**src/design/i2c_ctl_pkg.sv**
```systemverilog
// constants and types of the side-1 bus controller
package i2c_ctl_pkg;

   // ***********************************************
   // clock and signalling rates
   // ***********************************************
   localparam int unsigned CLK_HZ      = 100_000_000;
   localparam int unsigned RATE_STD_BPS  = 100_000;
   localparam int unsigned RATE_FAST_BPS = 400_000;
   localparam int unsigned RATE_HI_BPS   = 1_700_000;
   // quarter bit time, rounded up; a bit spans only three of them, so the rate runs about 4/3 above the figure
   localparam int unsigned QTR_STD  =
      (CLK_HZ + 4 * RATE_STD_BPS - 1) / (4 * RATE_STD_BPS);
   localparam int unsigned QTR_FAST =
      (CLK_HZ + 4 * RATE_FAST_BPS - 1) / (4 * RATE_FAST_BPS);
   localparam int unsigned QTR_HI   =
      (CLK_HZ + 4 * RATE_HI_BPS - 1) / (4 * RATE_HI_BPS);
   localparam int unsigned CNT_W    = 16;

   // ***********************************************
   // framing figures
   // ***********************************************
   localparam int unsigned ADDR_W   = 7;
   localparam int unsigned BYTE_W   = 8;
   localparam logic [3:0]  ACK_BIT  = 4'h8;
   localparam logic        DIR_WRITE = 1'b0;
   localparam logic        DIR_READ  = 1'b1;
   localparam logic [1:0]  PH_FIRST = 2'h0;
   localparam logic [1:0]  PH_MID   = 2'h1;
   localparam logic [1:0]  PH_LAST  = 2'h2;

   // ***********************************************
   // speed select, commands and sequencer states
   // ***********************************************
   typedef enum logic [1:0] {
      SPEED_STD  = 2'h0,
      SPEED_FAST = 2'h1,
      SPEED_HI   = 2'h2
   } speed_type;

   typedef enum logic [1:0] {
      CMD_START = 2'h0,
      CMD_WRITE = 2'h1,
      CMD_READ  = 2'h2,
      CMD_STOP  = 2'h3
   } cmd_type;

   typedef enum logic [4:0] {
      ST_IDLE  = 5'b00001,
      ST_START = 5'b00010,
      ST_BYTE  = 5'b00100,
      ST_HOLD  = 5'b01000,
      ST_STOP  = 5'b10000
   } state_type;

endpackage : i2c_ctl_pkg

```
**src/design/i2c_side1_ctl.sv**
```systemverilog
// side-1 bus controller driving the local wires of the isolating repeater
`timescale 1ns/1ns
// Functional notes
// - every wire needs a pull-up, never floats
// - data changes only while clock is low
// - start falls, stop rises, with clock high
// - start followed by 7-bit address, direction
// - receiver acknowledges low during 9th clock high
// - address and data bytes sent MSB first
// - reader acknowledges all bytes except the last
// - end with stop or repeated start
// - rates 100 kbps, 400 kbps, 1.7 Mbps; here a bit spans three quarter bit times, so rates run about 4/3 above
// - local side serves one single controller node

module i2c_side1_ctl (
   // clock and reset
   input  wire logic                       mclk_i,
   input  wire logic                       rst_i,
   // user command port
   input  wire logic                       cmd_valid_i,
   output logic                            cmd_ready_o,
   input  wire i2c_ctl_pkg::cmd_type       cmd_i,
   input  wire i2c_ctl_pkg::speed_type     speed_i,
   input  wire logic [6:0]                 addr_i,
   input  wire logic                       dir_i,
   input  wire logic [7:0]                 wdata_i,
   input  wire logic                       last_i,
   // user result port
   output logic                            done_o,
   output logic [7:0]                      rdata_o,
   output logic                            nack_o,
   output logic                            busy_o,
   // local clock wire, open drain
   input  wire logic                       local_clock_wire_i,
   output logic                            local_clock_wire_o,
   output logic                            local_clock_wire_oe_o,
   // local data wire, open drain
   input  wire logic                       local_data_wire_i,
   output logic                            local_data_wire_o,
   output logic                            local_data_wire_oe_o
);
   import i2c_ctl_pkg::*;

   // ***********************************************
   // pin synchronisers
   // ***********************************************
   logic [1:0] scl_sync_r;
   logic [1:0] sda_sync_r;
   logic [1:0] scl_sync_nxt;
   logic [1:0] sda_sync_nxt;
   logic       scl_s;
   logic       sda_s;

   always_comb begin
      scl_sync_nxt = {scl_sync_r[0], local_clock_wire_i};
      sda_sync_nxt = {sda_sync_r[0], local_data_wire_i};
   end

   always_ff @(posedge mclk_i) begin
      if (rst_i) begin
         scl_sync_r <= 2'h3; // pulled-up idle level
         sda_sync_r <= 2'h3;
      end else begin
         scl_sync_r <= scl_sync_nxt;
         sda_sync_r <= sda_sync_nxt;
      end
   end

   assign scl_s = scl_sync_r[1];
   assign sda_s = sda_sync_r[1];

   // ***********************************************
   // quarter bit time for a speed
   // ***********************************************
   function automatic logic [CNT_W-1:0] qtr_of(input speed_type sp);
      case (sp)
         SPEED_FAST: qtr_of = CNT_W'(QTR_FAST);
         SPEED_HI:   qtr_of = CNT_W'(QTR_HI);
         default:    qtr_of = CNT_W'(QTR_STD);
      endcase
   endfunction : qtr_of

   // ***********************************************
   // sequencer state
   // ***********************************************
   state_type        state_r,   state_nxt;
   logic [1:0]       phase_r,   phase_nxt;
   logic [CNT_W-1:0] cnt_r,     cnt_nxt;
   logic [CNT_W-1:0] qtr_r,     qtr_nxt;
   logic [3:0]       bit_r,     bit_nxt;
   logic [7:0]       shift_r,   shift_nxt;
   logic             rd_r,      rd_nxt;
   logic             last_r,    last_nxt;
   logic             scl_low_r, scl_low_nxt;
   logic             sda_low_r, sda_low_nxt;
   logic             done_r,    done_nxt;
   logic [7:0]       rdata_r,   rdata_nxt;
   logic             nack_r,    nack_nxt;
   logic             tick;

   assign tick = (cnt_r == '0);

   always_comb begin
      state_nxt   = state_r;
      phase_nxt   = phase_r;
      cnt_nxt     = tick ? cnt_r : cnt_r - CNT_W'(1);
      qtr_nxt     = qtr_r;
      bit_nxt     = bit_r;
      shift_nxt   = shift_r;
      rd_nxt      = rd_r;
      last_nxt    = last_r;
      scl_low_nxt = scl_low_r;
      sda_low_nxt = sda_low_r;
      done_nxt    = 1'b0;
      rdata_nxt   = rdata_r;
      nack_nxt    = nack_r;
      case (state_r)
         ST_IDLE: begin
            scl_low_nxt = 1'b0;
            sda_low_nxt = 1'b0;
            if (cmd_valid_i) begin
               if (cmd_i == CMD_START) begin
                  state_nxt = ST_START;
                  phase_nxt = PH_FIRST;
                  qtr_nxt   = qtr_of(speed_i);
                  cnt_nxt   = qtr_of(speed_i);
                  shift_nxt = {addr_i, dir_i};
               end else begin
                  // no bus owned: command dropped, flagged
                  done_nxt = 1'b1;
                  nack_nxt = 1'b1;
               end
            end
         end
         ST_HOLD: begin
            // clock kept low between bytes
            if (cmd_valid_i) begin
               phase_nxt = PH_FIRST;
               cnt_nxt   = qtr_r;
               bit_nxt   = '0;
               case (cmd_i)
                  CMD_START: begin
                     state_nxt = ST_START;
                     shift_nxt = {addr_i, dir_i};
                  end
                  CMD_WRITE: begin
                     state_nxt = ST_BYTE;
                     rd_nxt    = 1'b0;
                     shift_nxt = wdata_i;
                  end
                  CMD_READ: begin
                     state_nxt = ST_BYTE;
                     rd_nxt    = 1'b1;
                     last_nxt  = last_i;
                  end
                  default: begin
                     state_nxt = ST_STOP;
                  end
               endcase
            end
         end
         ST_START: begin
            case (phase_r)
               PH_FIRST: begin
                  sda_low_nxt = 1'b0;
                  if (tick) begin
                     phase_nxt   = PH_MID;
                     scl_low_nxt = 1'b0;
                     cnt_nxt     = qtr_r;
                  end
               end
               PH_MID: begin
                  // wait for the clock seen high through the repeater
                  if (!scl_s) begin
                     cnt_nxt = qtr_r;
                  end else if (tick) begin
                     phase_nxt   = PH_LAST;
                     sda_low_nxt = 1'b1;
                     cnt_nxt     = qtr_r;
                  end
               end
               default: begin
                  if (tick) begin
                     scl_low_nxt = 1'b1;
                     state_nxt   = ST_BYTE;
                     phase_nxt   = PH_FIRST;
                     bit_nxt     = '0;
                     rd_nxt      = 1'b0;
                     cnt_nxt     = qtr_r;
                  end
               end
            endcase
         end
         ST_BYTE: begin
            case (phase_r)
               PH_FIRST: begin
                  if (tick) begin
                     // data moves only while the clock is low
                     if (bit_r == ACK_BIT) begin
                        sda_low_nxt = rd_r & ~last_r;
                     end else begin
                        sda_low_nxt = ~rd_r & ~shift_r[7];
                     end
                     phase_nxt = PH_MID;
                     cnt_nxt   = qtr_r;
                  end
               end
               PH_MID: begin
                  if (tick) begin
                     scl_low_nxt = 1'b0;
                     phase_nxt   = PH_LAST;
                     cnt_nxt     = qtr_r;
                  end
               end
               default: begin
                  if (!scl_s) begin
                     cnt_nxt = qtr_r;
                  end else if (tick) begin
                     scl_low_nxt = 1'b1;
                     phase_nxt   = PH_FIRST;
                     cnt_nxt     = qtr_r;
                     if (bit_r == ACK_BIT) begin
                        if (!rd_r) begin
                           nack_nxt = sda_s;
                        end else begin
                           nack_nxt = last_r;
                        end
                        rdata_nxt = shift_r;
                        done_nxt  = 1'b1;
                        state_nxt = ST_HOLD;
                     end else begin
                        shift_nxt = {shift_r[6:0], sda_s};
                        bit_nxt   = bit_r + 4'h1;
                     end
                  end
               end
            endcase
         end
         ST_STOP: begin
            case (phase_r)
               PH_FIRST: begin
                  sda_low_nxt = 1'b1;
                  if (tick) begin
                     scl_low_nxt = 1'b0;
                     phase_nxt   = PH_MID;
                     cnt_nxt     = qtr_r;
                  end
               end
               PH_MID: begin
                  if (!scl_s) begin
                     cnt_nxt = qtr_r;
                  end else if (tick) begin
                     sda_low_nxt = 1'b0;
                     phase_nxt   = PH_LAST;
                     cnt_nxt     = qtr_r;
                  end
               end
               default: begin
                  if (tick) begin
                     state_nxt = ST_IDLE;
                     done_nxt  = 1'b1;
                     nack_nxt  = 1'b0;
                  end
               end
            endcase
         end
         default: begin
            state_nxt   = ST_IDLE;
            scl_low_nxt = 1'b0;
            sda_low_nxt = 1'b0;
         end
      endcase
   end

   always_ff @(posedge mclk_i) begin
      if (rst_i) begin
         state_r   <= ST_IDLE;
         phase_r   <= PH_FIRST;
         cnt_r     <= '0;
         qtr_r     <= CNT_W'(QTR_STD);
         bit_r     <= '0;
         shift_r   <= '0;
         rd_r      <= 1'b0;
         last_r    <= 1'b0;
         scl_low_r <= 1'b0;
         sda_low_r <= 1'b0;
         done_r    <= 1'b0;
         rdata_r   <= '0;
         nack_r    <= 1'b0;
      end else begin
         state_r   <= state_nxt;
         phase_r   <= phase_nxt;
         cnt_r     <= cnt_nxt;
         qtr_r     <= qtr_nxt;
         bit_r     <= bit_nxt;
         shift_r   <= shift_nxt;
         rd_r      <= rd_nxt;
         last_r    <= last_nxt;
         scl_low_r <= scl_low_nxt;
         sda_low_r <= sda_low_nxt;
         done_r    <= done_nxt;
         rdata_r   <= rdata_nxt;
         nack_r    <= nack_nxt;
      end
   end

   // ***********************************************
   // outputs
   // ***********************************************
   // open drain: drive low or release, never high
   assign local_clock_wire_o    = 1'b0;
   assign local_clock_wire_oe_o = scl_low_r; // single node
   assign local_data_wire_o     = 1'b0;
   assign local_data_wire_oe_o  = sda_low_r;
   assign cmd_ready_o = (state_r == ST_IDLE) || (state_r == ST_HOLD);
   assign busy_o      = (state_r != ST_IDLE);
   assign done_o      = done_r;
   assign rdata_o     = rdata_r;
   assign nack_o      = nack_r;

endmodule : i2c_side1_ctl

```
**config.mk**
```make
export PLATFORM = sky130hd
export DESIGN_NAME = i2c_side1_ctl
export DESIGN_NICKNAME = d
export VERILOG_FILES = /design/src/design/i2c_ctl_pkg.sv /design/src/design/i2c_side1_ctl.sv
export SDC_FILE = /design/constraint.sdc
export NUM_CORES = 1
export LEC_CHECK = 0
export BUFFER_PORTS_ARGS = -buffer_cell sky130_fd_sc_hd__buf_4
export CORE_AREA = 2 2 97 76
export CTS_CLUSTER_DIAMETER = 60
export CTS_CLUSTER_SIZE = 14
export DETAILED_ROUTE_END_ITERATION = 7
export DIE_AREA = 0 0 99 78
export PLACE_DENSITY = 0.79
export SLEW_MARGIN = 0
export SYNTH_ARGS = -nofsm -noshare
export SYNTH_HDL_FRONTEND = slang
export SYNTH_SLANG_ARGS = --single-unit
```
**constraint.sdc**
```tcl
create_clock -name mclk_i -period 5.54 [get_ports mclk_i]
set_input_delay 0 -clock mclk_i [delete_from_list [all_inputs] [get_ports mclk_i]]
set_output_delay 0 -clock mclk_i [all_outputs]
set_load 0.03 [all_outputs]
```
Yosys cells after proc, flatten, opt, wreduce, memory -nomap -nowiden
Cells that the tools add are included.
{"block": "totals", "register_bits": 69, "latchBits": 0, "mem_bits_rw": 0, "mem_bits_ro": 0, "output_inout_bits": 16, "word_cells": 176, "n_memories": 0}
{"block": "op_classes", "addsub": 2, "n_mul": 0, "div_mod_pow": 0, "n_lt_le_gt_ge": 0, "n_eq_ne": 39, "shifts": 0, "mux": 91, "bitwise": 7, "reduce_logical": 22}
{"cell": "two-way mux 16 bit", "count": 8}
{"cell": "one-hot mux 16 bit (5 select lines)", "count": 1}
{"cell": "two-way mux 8 bit", "count": 7}
{"cell": "two-way mux 5 bit", "count": 11}
{"cell": "!= test 2 bit (second input constant)", "count": 17}
{"cell": "one-hot mux 16 bit (2 select lines)", "count": 1}
{"cell": "one-hot mux 8 bit (2 select lines)", "count": 2}
{"cell": "two-way mux 1 bit", "count": 28}
{"cell": "two-way mux 4 bit", "count": 7}
{"cell": "AND reduction 9 bit", "count": 3}
{"cell": "one-hot mux 5 bit (5 select lines)", "count": 1}
{"cell": "one-hot mux 8 bit (3 select lines)", "count": 1}
{"cell": "!= test 3 bit (second input constant)", "count": 7}
{"cell": "logical NOT 16 bit", "count": 1}
{"cell": "two-way mux 2 bit", "count": 8}
{"cell": "subtractor 16 x 1 -> 16 bit (second input constant)", "count": 1}
{"cell": "AND reduction 5 bit", "count": 3}
{"cell": "one-hot mux 1 bit (2 select lines)", "count": 6}
{"cell": "one-hot mux 2 bit (2 select lines)", "count": 3}
{"cell": "one-hot mux 4 bit (3 select lines)", "count": 1}
{"cell": "AND reduction 11 bit", "count": 1}
{"cell": "one-hot mux 2 bit (5 select lines)", "count": 1}
{"cell": "one-hot mux 5 bit (2 select lines)", "count": 1}
{"cell": "nonzero test 3 bit", "count": 3}
{"cell": "25 further kinds", "count": 38}

Longest topological paths before layout
Gate-level depths: netlist (run 1).
{"block": "depth", "word_depth": 6, "ltp_mapped": 10, "mapped_depth_nobuf": 8}

Worst setup path before layout (run 1)
No wires, ideal clock.
{"block": "synth_timing", "path_type": "register to register", "start": "register cnt_r[0]", "end": "register cnt_r[2]", "setup_ns": 0.088, "arrival_ns": 2.398, "required_ns": 5.452, "path_slack_ns": 3.054, "stages_incl_launch_ff": 11, "path_buffers": 2, "period_less_slack_ns": 2.486, "cell_sequence": "dfxtp_1 -> inv_1 -> ha_1 -> or4b_1 -> or4_4 -> buf_6 -> buf_6 -> and3_1 -> o21ai_1 -> o311ai_1 -> a311oi_2"}
{"block": "synth_between", "elab_chain_cells": 6}
{"element": "start: declaration", "line": "i2c_side1_ctl.sv:88", "rtl": "logic [CNT_W-1:0] cnt_r, cnt_nxt;"}
{"element": "start signal: assignment", "line": "i2c_side1_ctl.sv:293", "rtl": "cnt_r <= cnt_nxt;"}
{"element": "subtractor 16 x 1 -> 16 bit or logical NOT 16 bit (tied branches)", "line": "i2c_side1_ctl.sv:106, i2c_side1_ctl.sv:101"}
{"element": "two-way mux 16 bit", "line": "i2c_side1_ctl.sv:106", "rtl": "cnt_nxt = tick ? cnt_r : cnt_r - CNT_W'(1);"}
{"element": "two-way mux 16 bit"}
{"element": "two-way mux 16 bit", "line": "i2c_side1_ctl.sv:216", "rtl": "if (!scl_s) begin"}
{"element": "one-hot mux 16 bit (2 select lines) or two-way mux 16 bit (tied branches)"}
{"element": "one-hot mux 16 bit (5 select lines) (*)", "line": "i2c_side1_ctl.sv:117", "rtl": "case (state_r)"}
Mark *: on every way between the ends. The rest lies on a longest branch, timed or not.
A chain may end at the register's enable or synchronous reset.

Worst setup path in the final report (run 1)
{"block": "layout_timing", "start": "register state_r[4]", "end": "register rdata_r[3], in the netlist rdata_o[3]"}
{"block": "layout_between", "elab_chain_cells": 2}
{"element": "start: declaration", "line": "i2c_side1_ctl.sv:86", "rtl": "state_type state_r, state_nxt;"}
{"element": "start signal: assignment", "line": "i2c_side1_ctl.sv:291", "rtl": "state_r <= state_nxt;"}
{"element": "equality test 5 x 3 -> 1 bit", "line": "i2c_side1_ctl.sv:117"}
{"element": "AND reduction 5 bit (no source line)"}
{"element": "end signal: assignment", "line": "i2c_side1_ctl.sv:302", "rtl": "rdata_r <= rdata_nxt;"}
{"element": "end: declaration", "line": "i2c_side1_ctl.sv:97", "rtl": "logic [7:0] rdata_r, rdata_nxt;"}
No other way between the ends.

==> results of run 1 <==
final cells by class:
type | count | area [um^2] | share of cell area (%)
Tap cell | 84 | 105 | 2.83
Multi-Input combinational cell | 309 | 2000 | 53.8
Timing Repair Buffer | 45 | 353 | 9.50
Sequential cell | 56 | 1120 | 30.2
Clock inverter | 1 | 8.76 | 0.236
Inverter | 14 | 52.6 | 1.41
Clock buffer | 7 | 76.3 | 2.05
worst min path at each step:
stage / slack, ns / start / cells past startpoint / end
floorplan: 0.10 / local_clock_wire_i / 1 / scl_sync_r[0]$_SDFF_PP1_
finish: 0.03 / addr_i[1] / 3 / shift_r[2]$_SDFFE_PP0P_
CTS: 0.02 / addr_i[2] / 3 / shift_r[3]$_SDFFE_PP0P_
global placement: 0.19 / local_clock_wire_i / 2 / scl_sync_r[0]$_SDFF_PP1_
global route: 0.05 / addr_i[3] / 3 / shift_r[4]$_SDFFE_PP0P_
detailed placement: 0.19 / local_data_wire_i / 2 / sda_sync_r[0]$_SDFF_PP1_
worst min-delay path, cell delays in order:
cell and delay, ns:
buf_4 0.08, a311oi_1 0.09, nor3_1 0.12
metal layers:
metal	GRT usage [%]	vias up	share of wire [%]	wire length (um)
li1	-	1548	-	-
met1	33.5	1466	47	3930
met2	32.0	139	44	3650
met3	3.78	14	7.5	625
met4	5.07	0	1.0	83
met5	0	-	0	0
placed cells by master, fill, tap and decap left out, drive strengths merged, types with 10 or more instances in the layout:
master / Yosys / layout
a21oi: 27 / 27
ha: 10 / 10
inv: 13 / 13
xnor2: 11 / 11
nor3: 26 / 26
nand2: 23 / 23
mux2i: 11 / 11
o21ai: 19 / 19
a22o: 10 / 10
nor2: 44 / 44
buf: 10 / 39
dfxtp: 56 / 56
a311oi: 12 / 12
nand3: 12 / 12
cells by family (layout without fill, tap and decap cells):
family,after synthesis,after routing,share of synthesized area [%]
and+or+nand+nor,158,158,25.1
muxes,12,12,3.67
xor gates and xnor gates,16,16,4.23
adders and majority gates,10,10,3.78
DFF,56,56,33.9
AOI/OAI and AO/OA,111,111,23.4
buffers and inverters,44,67,5.90
other,1,2,0.113
state kept, by name, indices dropped and copies added (netlist names):
| register | flops |
|---|---|
| cnt_r | 16 |
| rdata_o | 8 |
| shift_r | 8 |
| state_r | 5 |
| bit_r | 4 |
| qtr_r | 3 |
| phase_r | 2 |
| scl_sync_r | 2 |
| sda_sync_r | 2 |
| done_o | 1 |
| last_r | 1 |
| local_clock_wire_oe_o | 1 |
| local_data_wire_oe_o | 1 |
| nack_o | 1 |
| rd_r | 1 |
power by group through the flow:
stage	sequential, uW	combinational, uW	clock, uW
2_1_floorplan	532	738	0
3_3_place_gp	565	840	0
3_5_place_dp	567	858	0
4_1_cts	558	867	226
5_1_grt	574	982	240
6_report	560	878	223
metrics by stage:
stage                     setup slack, ns  instances  total power, uW
final                                2.29        516             1660
after detailed placement             2.33        502             1430
after floorplan                      3.05        409             1270
after global placement               2.46        502             1400
after global routing                 2.06        516             1800
after CTS                            2.32        516             1650
==> results.json, run 1 <==
{
  "syn2layout_area_growth_pct": 12.2,
  "start_util_pct": 49.6,
  "drc": 0,
  "crit_fanout": 17,
  "fill_cells": 598,
  "htree_levels": 2,
  "grt_max_degree": 45,
  "slew_headroom_pct": 22.6,
  "cts_tree": "yes",
  "cts_root_buf": "clkbuf_8",
  "crit_path_frequent_cell": "nor2_1",
  "power_density_nw_per_um2": 447,
  "utilization_pct": 55.7,
  "crit_family": "simple AND/OR/NAND/NOR gates",
  "grt_pass1_wl_um": 13800,
  "synth_top_area_share_pct": 33.9,
  "die-area_um2": 7720,
  "wl_per_cell_um": 16.1,
  "slowest_stage": "nor2_1",
  "status": "complete, no violations",
  "worst_pin_slew_ns": 1.16,
  "crit_end": "rdata_o[3]$_SDFFE_PP0P_",
  "yosysMostFrequentCell": "dfxtp_1",
  "yosys-top-cells-area": "dfxtp_1 34%, nor2_1 4.9%, a21oi_1 4.1%",
  "async_flop_share_pct": 0,
  "seq_area_frac_synth_pct": 33.9,
  "switchingPower_uw": 747,
  "arrival_ns": 3.44,
  "layout_worst_path_cycle_share_pct": 58.7,
  "holdBufCountCts": 6,
  "antenna_found_initial": 0,
  "critPathLaunchType": "register",
  "ys_ff_latch": 56,
  "overflow": 0,
  "hold_violations": 0,
  "die_x_um": 99,
  "hp-class": "in -> reg",
  "drive_gt1_share_pct": 14.6,
  "insertedDiodeCount": 0,
  "rsz0062_at_grt": "false",
  "period_minus_slack_ns": 3.25,
  "max_stage_delay_ns": 0.91,
  "routed_wirelength_um": 8290,
  "dp_hpwl_um": 6020,
  "clkPwrFrac_pct": 13.5,
  "cts_resized": 0,
  "worstSetupPathType": "reg -> reg",
  "p_leak_uw": 0.00146,
  "grtUsageTotal_pct": 21.9,
  "vias": 3167,
  "syn_avg_cell_area_um2": 8.11,
  "internal_power_uw": 914,
  "synth_ff_type": "dfxtp_1",
  "syn_area_um2": 3310,
  "fmax_ghz": 0.307,
  "antenna_left": 0,
  "io_pins": 42,
  "seqPwrFrac_pct": 33.7,
  "postSynthCellCount": 408,
  "clock_path_buffers": 2,
  "via_per_inst": 6.14,
  "synth-edff-count": 0,
  "end_kind": "register",
  "first_pass_iters": 5,
  "required_ns": 5.73,
  "post_cts_buffers": 0,
  "final_area_um2": 3710,
  "path_buf_inv": 0,
  "drv_cap": 0,
  "nNetsFinal": 467,
  "ys_types": 68,
  "gp_congestion": 0.907,
  "dpl-instance-area_um2": 3570,
  "peakVddDrop_mv": 0.378,
  "clk_latency_ns": 0.31,
  "num_rows": 26,
  "coreArea_um2": 6670,
  "grt_pass1_vias": 2828,
  "numPortBuffers": 39,
  "switching_share_pct": 45.0,
  "cts_sinks": 56,
  "cp-startpoint": "state_r[4]$_SDFFE_PP0P_",
  "cts_made_buffers": 5,
  "setup_violations": 0,
  "reg2regPathDepth": 5,
  "die_y_um": 78,
  "yosys_warnings": 0,
  "clk_pin_slew_ns": 0.10,
  "worst-path-stages": 5,
  "yosys.area.top_type": "dfxtp_1",
  "ff2ff_setup_slack_ns": 2.29,
  "fin_tns_setup_ns": 0,
  "drv_slew": 0,
  "comb_power_share_pct": 52.8,
  "fin_skew_ns": 0.00909,
  "holdWs_ns": 0.0273,
  "synthTopCellsByCount": "56 x dfxtp_1, 43 x nor2_1, 27 x a21oi_1, 26 x nor3_1, 23 x nand2_1",
  "cp_cell_sequence": "or3_1 > nor2_1 > nand4_1 > mux2i_1 > nor2_1",
  "r2r_start": "state_r[4]$_SDFFE_PP0P_",
  "reg2reg_to": "rdata_o[3]$_SDFFE_PP0P_",
  "drt_iter0_markers": 388
}
No activity file was read; power rests on OpenSTA's default activity.
==> run 2, diff against run 1 <==
--- a/config.mk
+++ b/config.mk
@@ -11,7 +11,7 @@
 export CTS_CLUSTER_SIZE = 14
 export DETAILED_ROUTE_END_ITERATION = 7
 export DIE_AREA = 0 0 99 78
-export PLACE_DENSITY = 0.79
+export PLACE_DENSITY = 0.82
 export SLEW_MARGIN = 0
 export SYNTH_ARGS = -nofsm -noshare
 export SYNTH_HDL_FRONTEND = slang
==> constraint.sdc (replaced) <==
create_clock -name mclk_i -period 2.8 [get_ports mclk_i]
set_input_delay 0 -clock mclk_i [delete_from_list [all_inputs] [get_ports mclk_i]]
set_output_delay 0 -clock mclk_i [all_outputs]
set_load 0.03 [all_outputs]
==> results.json, run 2 (synthesis gave the netlist of run 1 again) <==
{
  "clk_pin_slew_ns": 0.10,
  "reg2regPathDepth": 9,
  "slew_headroom_pct": 56.3,
  "io_pins": 42,
  "route.met3.wl_um": 966,
  "reg2reg_to": "bit_r[0]$_SDFFE_PP0P_",
  "hold_depth": 3,
  "fin_skew_ns": 0.00753,
  "grtUsageTotal_pct": 23.7,
  "r2r_start": "cnt_r[0]$_SDFF_PP0_",
  "die_y_um": 78,
  "nNetsFinal": 491,
  "numPortBuffers": 39,
  "gp_congestion": 0.979,
  "final_cell_mix": "60 x buf_4, 55 x dfxtp_1, 41 x nor2_1, 27 x a21oi_1, 26 x nor3_1",
  "drive_gt1_share_pct": 20.6,
  "first_pass_iters": 6,
  "drv_cap": 0,
  "route.met2.wl_um": 4220,
  "grt_pass1_vias": 3104,
  "power_density_nw_per_um2": 911,
  "cts_tree": "yes",
  "clk_latency_ns": 0.31,
  "drt_iter0_markers": 425,
  "cts_sinks": 56,
  "peakVddDrop_mv": 0.539,
  "wl_met1_um": 4100,
  "required_ns": 3.03,
  "drv_slew": 0,
  "largest-register": "cnt_r",
  "routed_wirelength_um": 9480,
  "largest_reg_flops": 16,
  "num_rows": 26,
  "worst_pin_slew_ns": 0.652,
  "setup_violations": 0,
  "ff2ff_setup_slack_ns": 0.09,
  "cts_made_buffers": 5,
  "overflow": 0,
  "htree_levels": 2,
  "vias": 3400,
  "dpl-instance-area_um2": 3670,
  "final_area_um2": 3940,
  "crit_fanout": 9,
  "insertedDiodeCount": 0,
  "antenna_left": 0,
  "period_minus_slack_ns": 2.71,
  "dp_hpwl_um": 6430,
  "via_per_inst": 6.30,
  "layout_commonest_cell": "buf_4",
  "wl_per_cell_um": 17.6,
  "start_util_pct": 49.6,
  "syn2layout_area_growth_pct": 19.0,
  "cts_root_buf": "clkbuf_8",
  "utilization_pct": 59.1,
  "critPathLaunchType": "register",
  "highest_layer": "met4",
  "drc": 0,
  "layout_worst_path_cycle_share_pct": 96.7,
  "fill_cells": 540,
  "cp-startpoint": "cnt_r[0]$_SDFF_PP0_",
  "status": "complete, no violations",
  "worstSetupPathType": "reg -> reg",
  "die-area_um2": 7720,
  "fmax_ghz": 0.369,
  "hold_violations": 0,
  "antenna_found_initial": 0,
  "coreArea_um2": 6670,
  "arrival_ns": 2.94,
  "p_leak_uw": 0.00158,
  "die_x_um": 99,
  "clock_path_buffers": 2,
  "worst_hold_path.endpoint": "shift_r[3]$_SDFFE_PP0P_",
  "hp-class": "in -> reg",
  "grt_max_degree": 45,
  "min_from": "addr_i[2]",
  "end_kind": "register",
  "grt_pass1_wl_um": 15000
}
## run 2: cell count changes in the layout (fill, tap and decap cells not counted), moves of 2 or more
cell,change
clkinvlp_4,+2
dlygate4sd3_1,+2
nor2_2,+2
nor2_1,-2
clkbuf_1,-2
buf_4,+21
## run 2: worst max-delay path, stage by stage, from the launching register on
cell and delay, ns:
dfxtp_2 0.37, inv_1 0.09, ha_1 0.18, or4b_4 0.49, or4_4 0.51, nor4_4 0.39
buf_4 0.18, buf_4 0.16, nor2_1 0.06, a211oi_2 0.20
## run 2: final cells by class
type                       instances  area (um^2)  area share [%]
clock buffer                       6         82.6            2.10
clock inverter                     2         15.0           0.381
inverter                          14         52.6            1.33
multi-input combinational        310         2030            51.6
sequential                        56         1120            28.5
tap                               84          105            2.67
timing repair buffer              68          531            13.5
## run 2: routing by layer
layer  vias up  GRT usage, %
met5         -             0
met4         0          6.71
met3        33          6.58
met2       208          36.0
met1      1563          33.0
li1       1596             -
## run 2: repair_timing
action | CTS | global route
setup endpoints to repair | 0 | 15
resized for setup | 0 | 7
endpoints found under the hold margin | 8 | 0
hold buffers | 8 | 0
buffers inserted | 0 | 7
## run 2: worst max path at each step
stage                              end  slack (ns)  depth (start not counted)
6_report         bit_r[0]$_SDFFE_PP0P_        0.09                          9
5_1_grt          bit_r[3]$_SDFFE_PP0P_       -0.04                          8
4_1_cts        shift_r[7]$_SDFFE_PP0P_        0.03                          8
3_5_place_dp   shift_r[7]$_SDFFE_PP0P_        0.05                          8
3_3_place_gp     bit_r[3]$_SDFFE_PP0P_        0.19                          8
2_1_floorplan      cnt_r[2]$_SDFF_PP0_        0.31                         10
## run 2: metrics by stage
step | setup slack (ns) | hold WS, ns | cells | setup TNS, ns | total power [uW]
3_5_place_dp | 0.0506 | 0.187 | 516 | 0 | 2930
5_1_grt | -0.0361 | 0.0558 | 540 | -0.176 | 3830
4_1_cts | 0.0282 | 0.00767 | 532 | 0 | 3420
2_1_floorplan | 0.314 | 0.104 | 409 | 0 | 2510
3_3_place_gp | 0.192 | 0.187 | 516 | 0 | 2870
6_report | 0.0910 | 0.00208 | 540 | 0 | 3590
## run 2: power breakdown
| part | switching, uW | internal, uW | total, uW |
|---|---|---|---|
| Combinational | 1150 | 849 | 2000 |
| Clock | 274 | 201 | 475 |
| Sequential | 181 | 935 | 1120 |
| Total | 1600 | 1990 | 3590 |
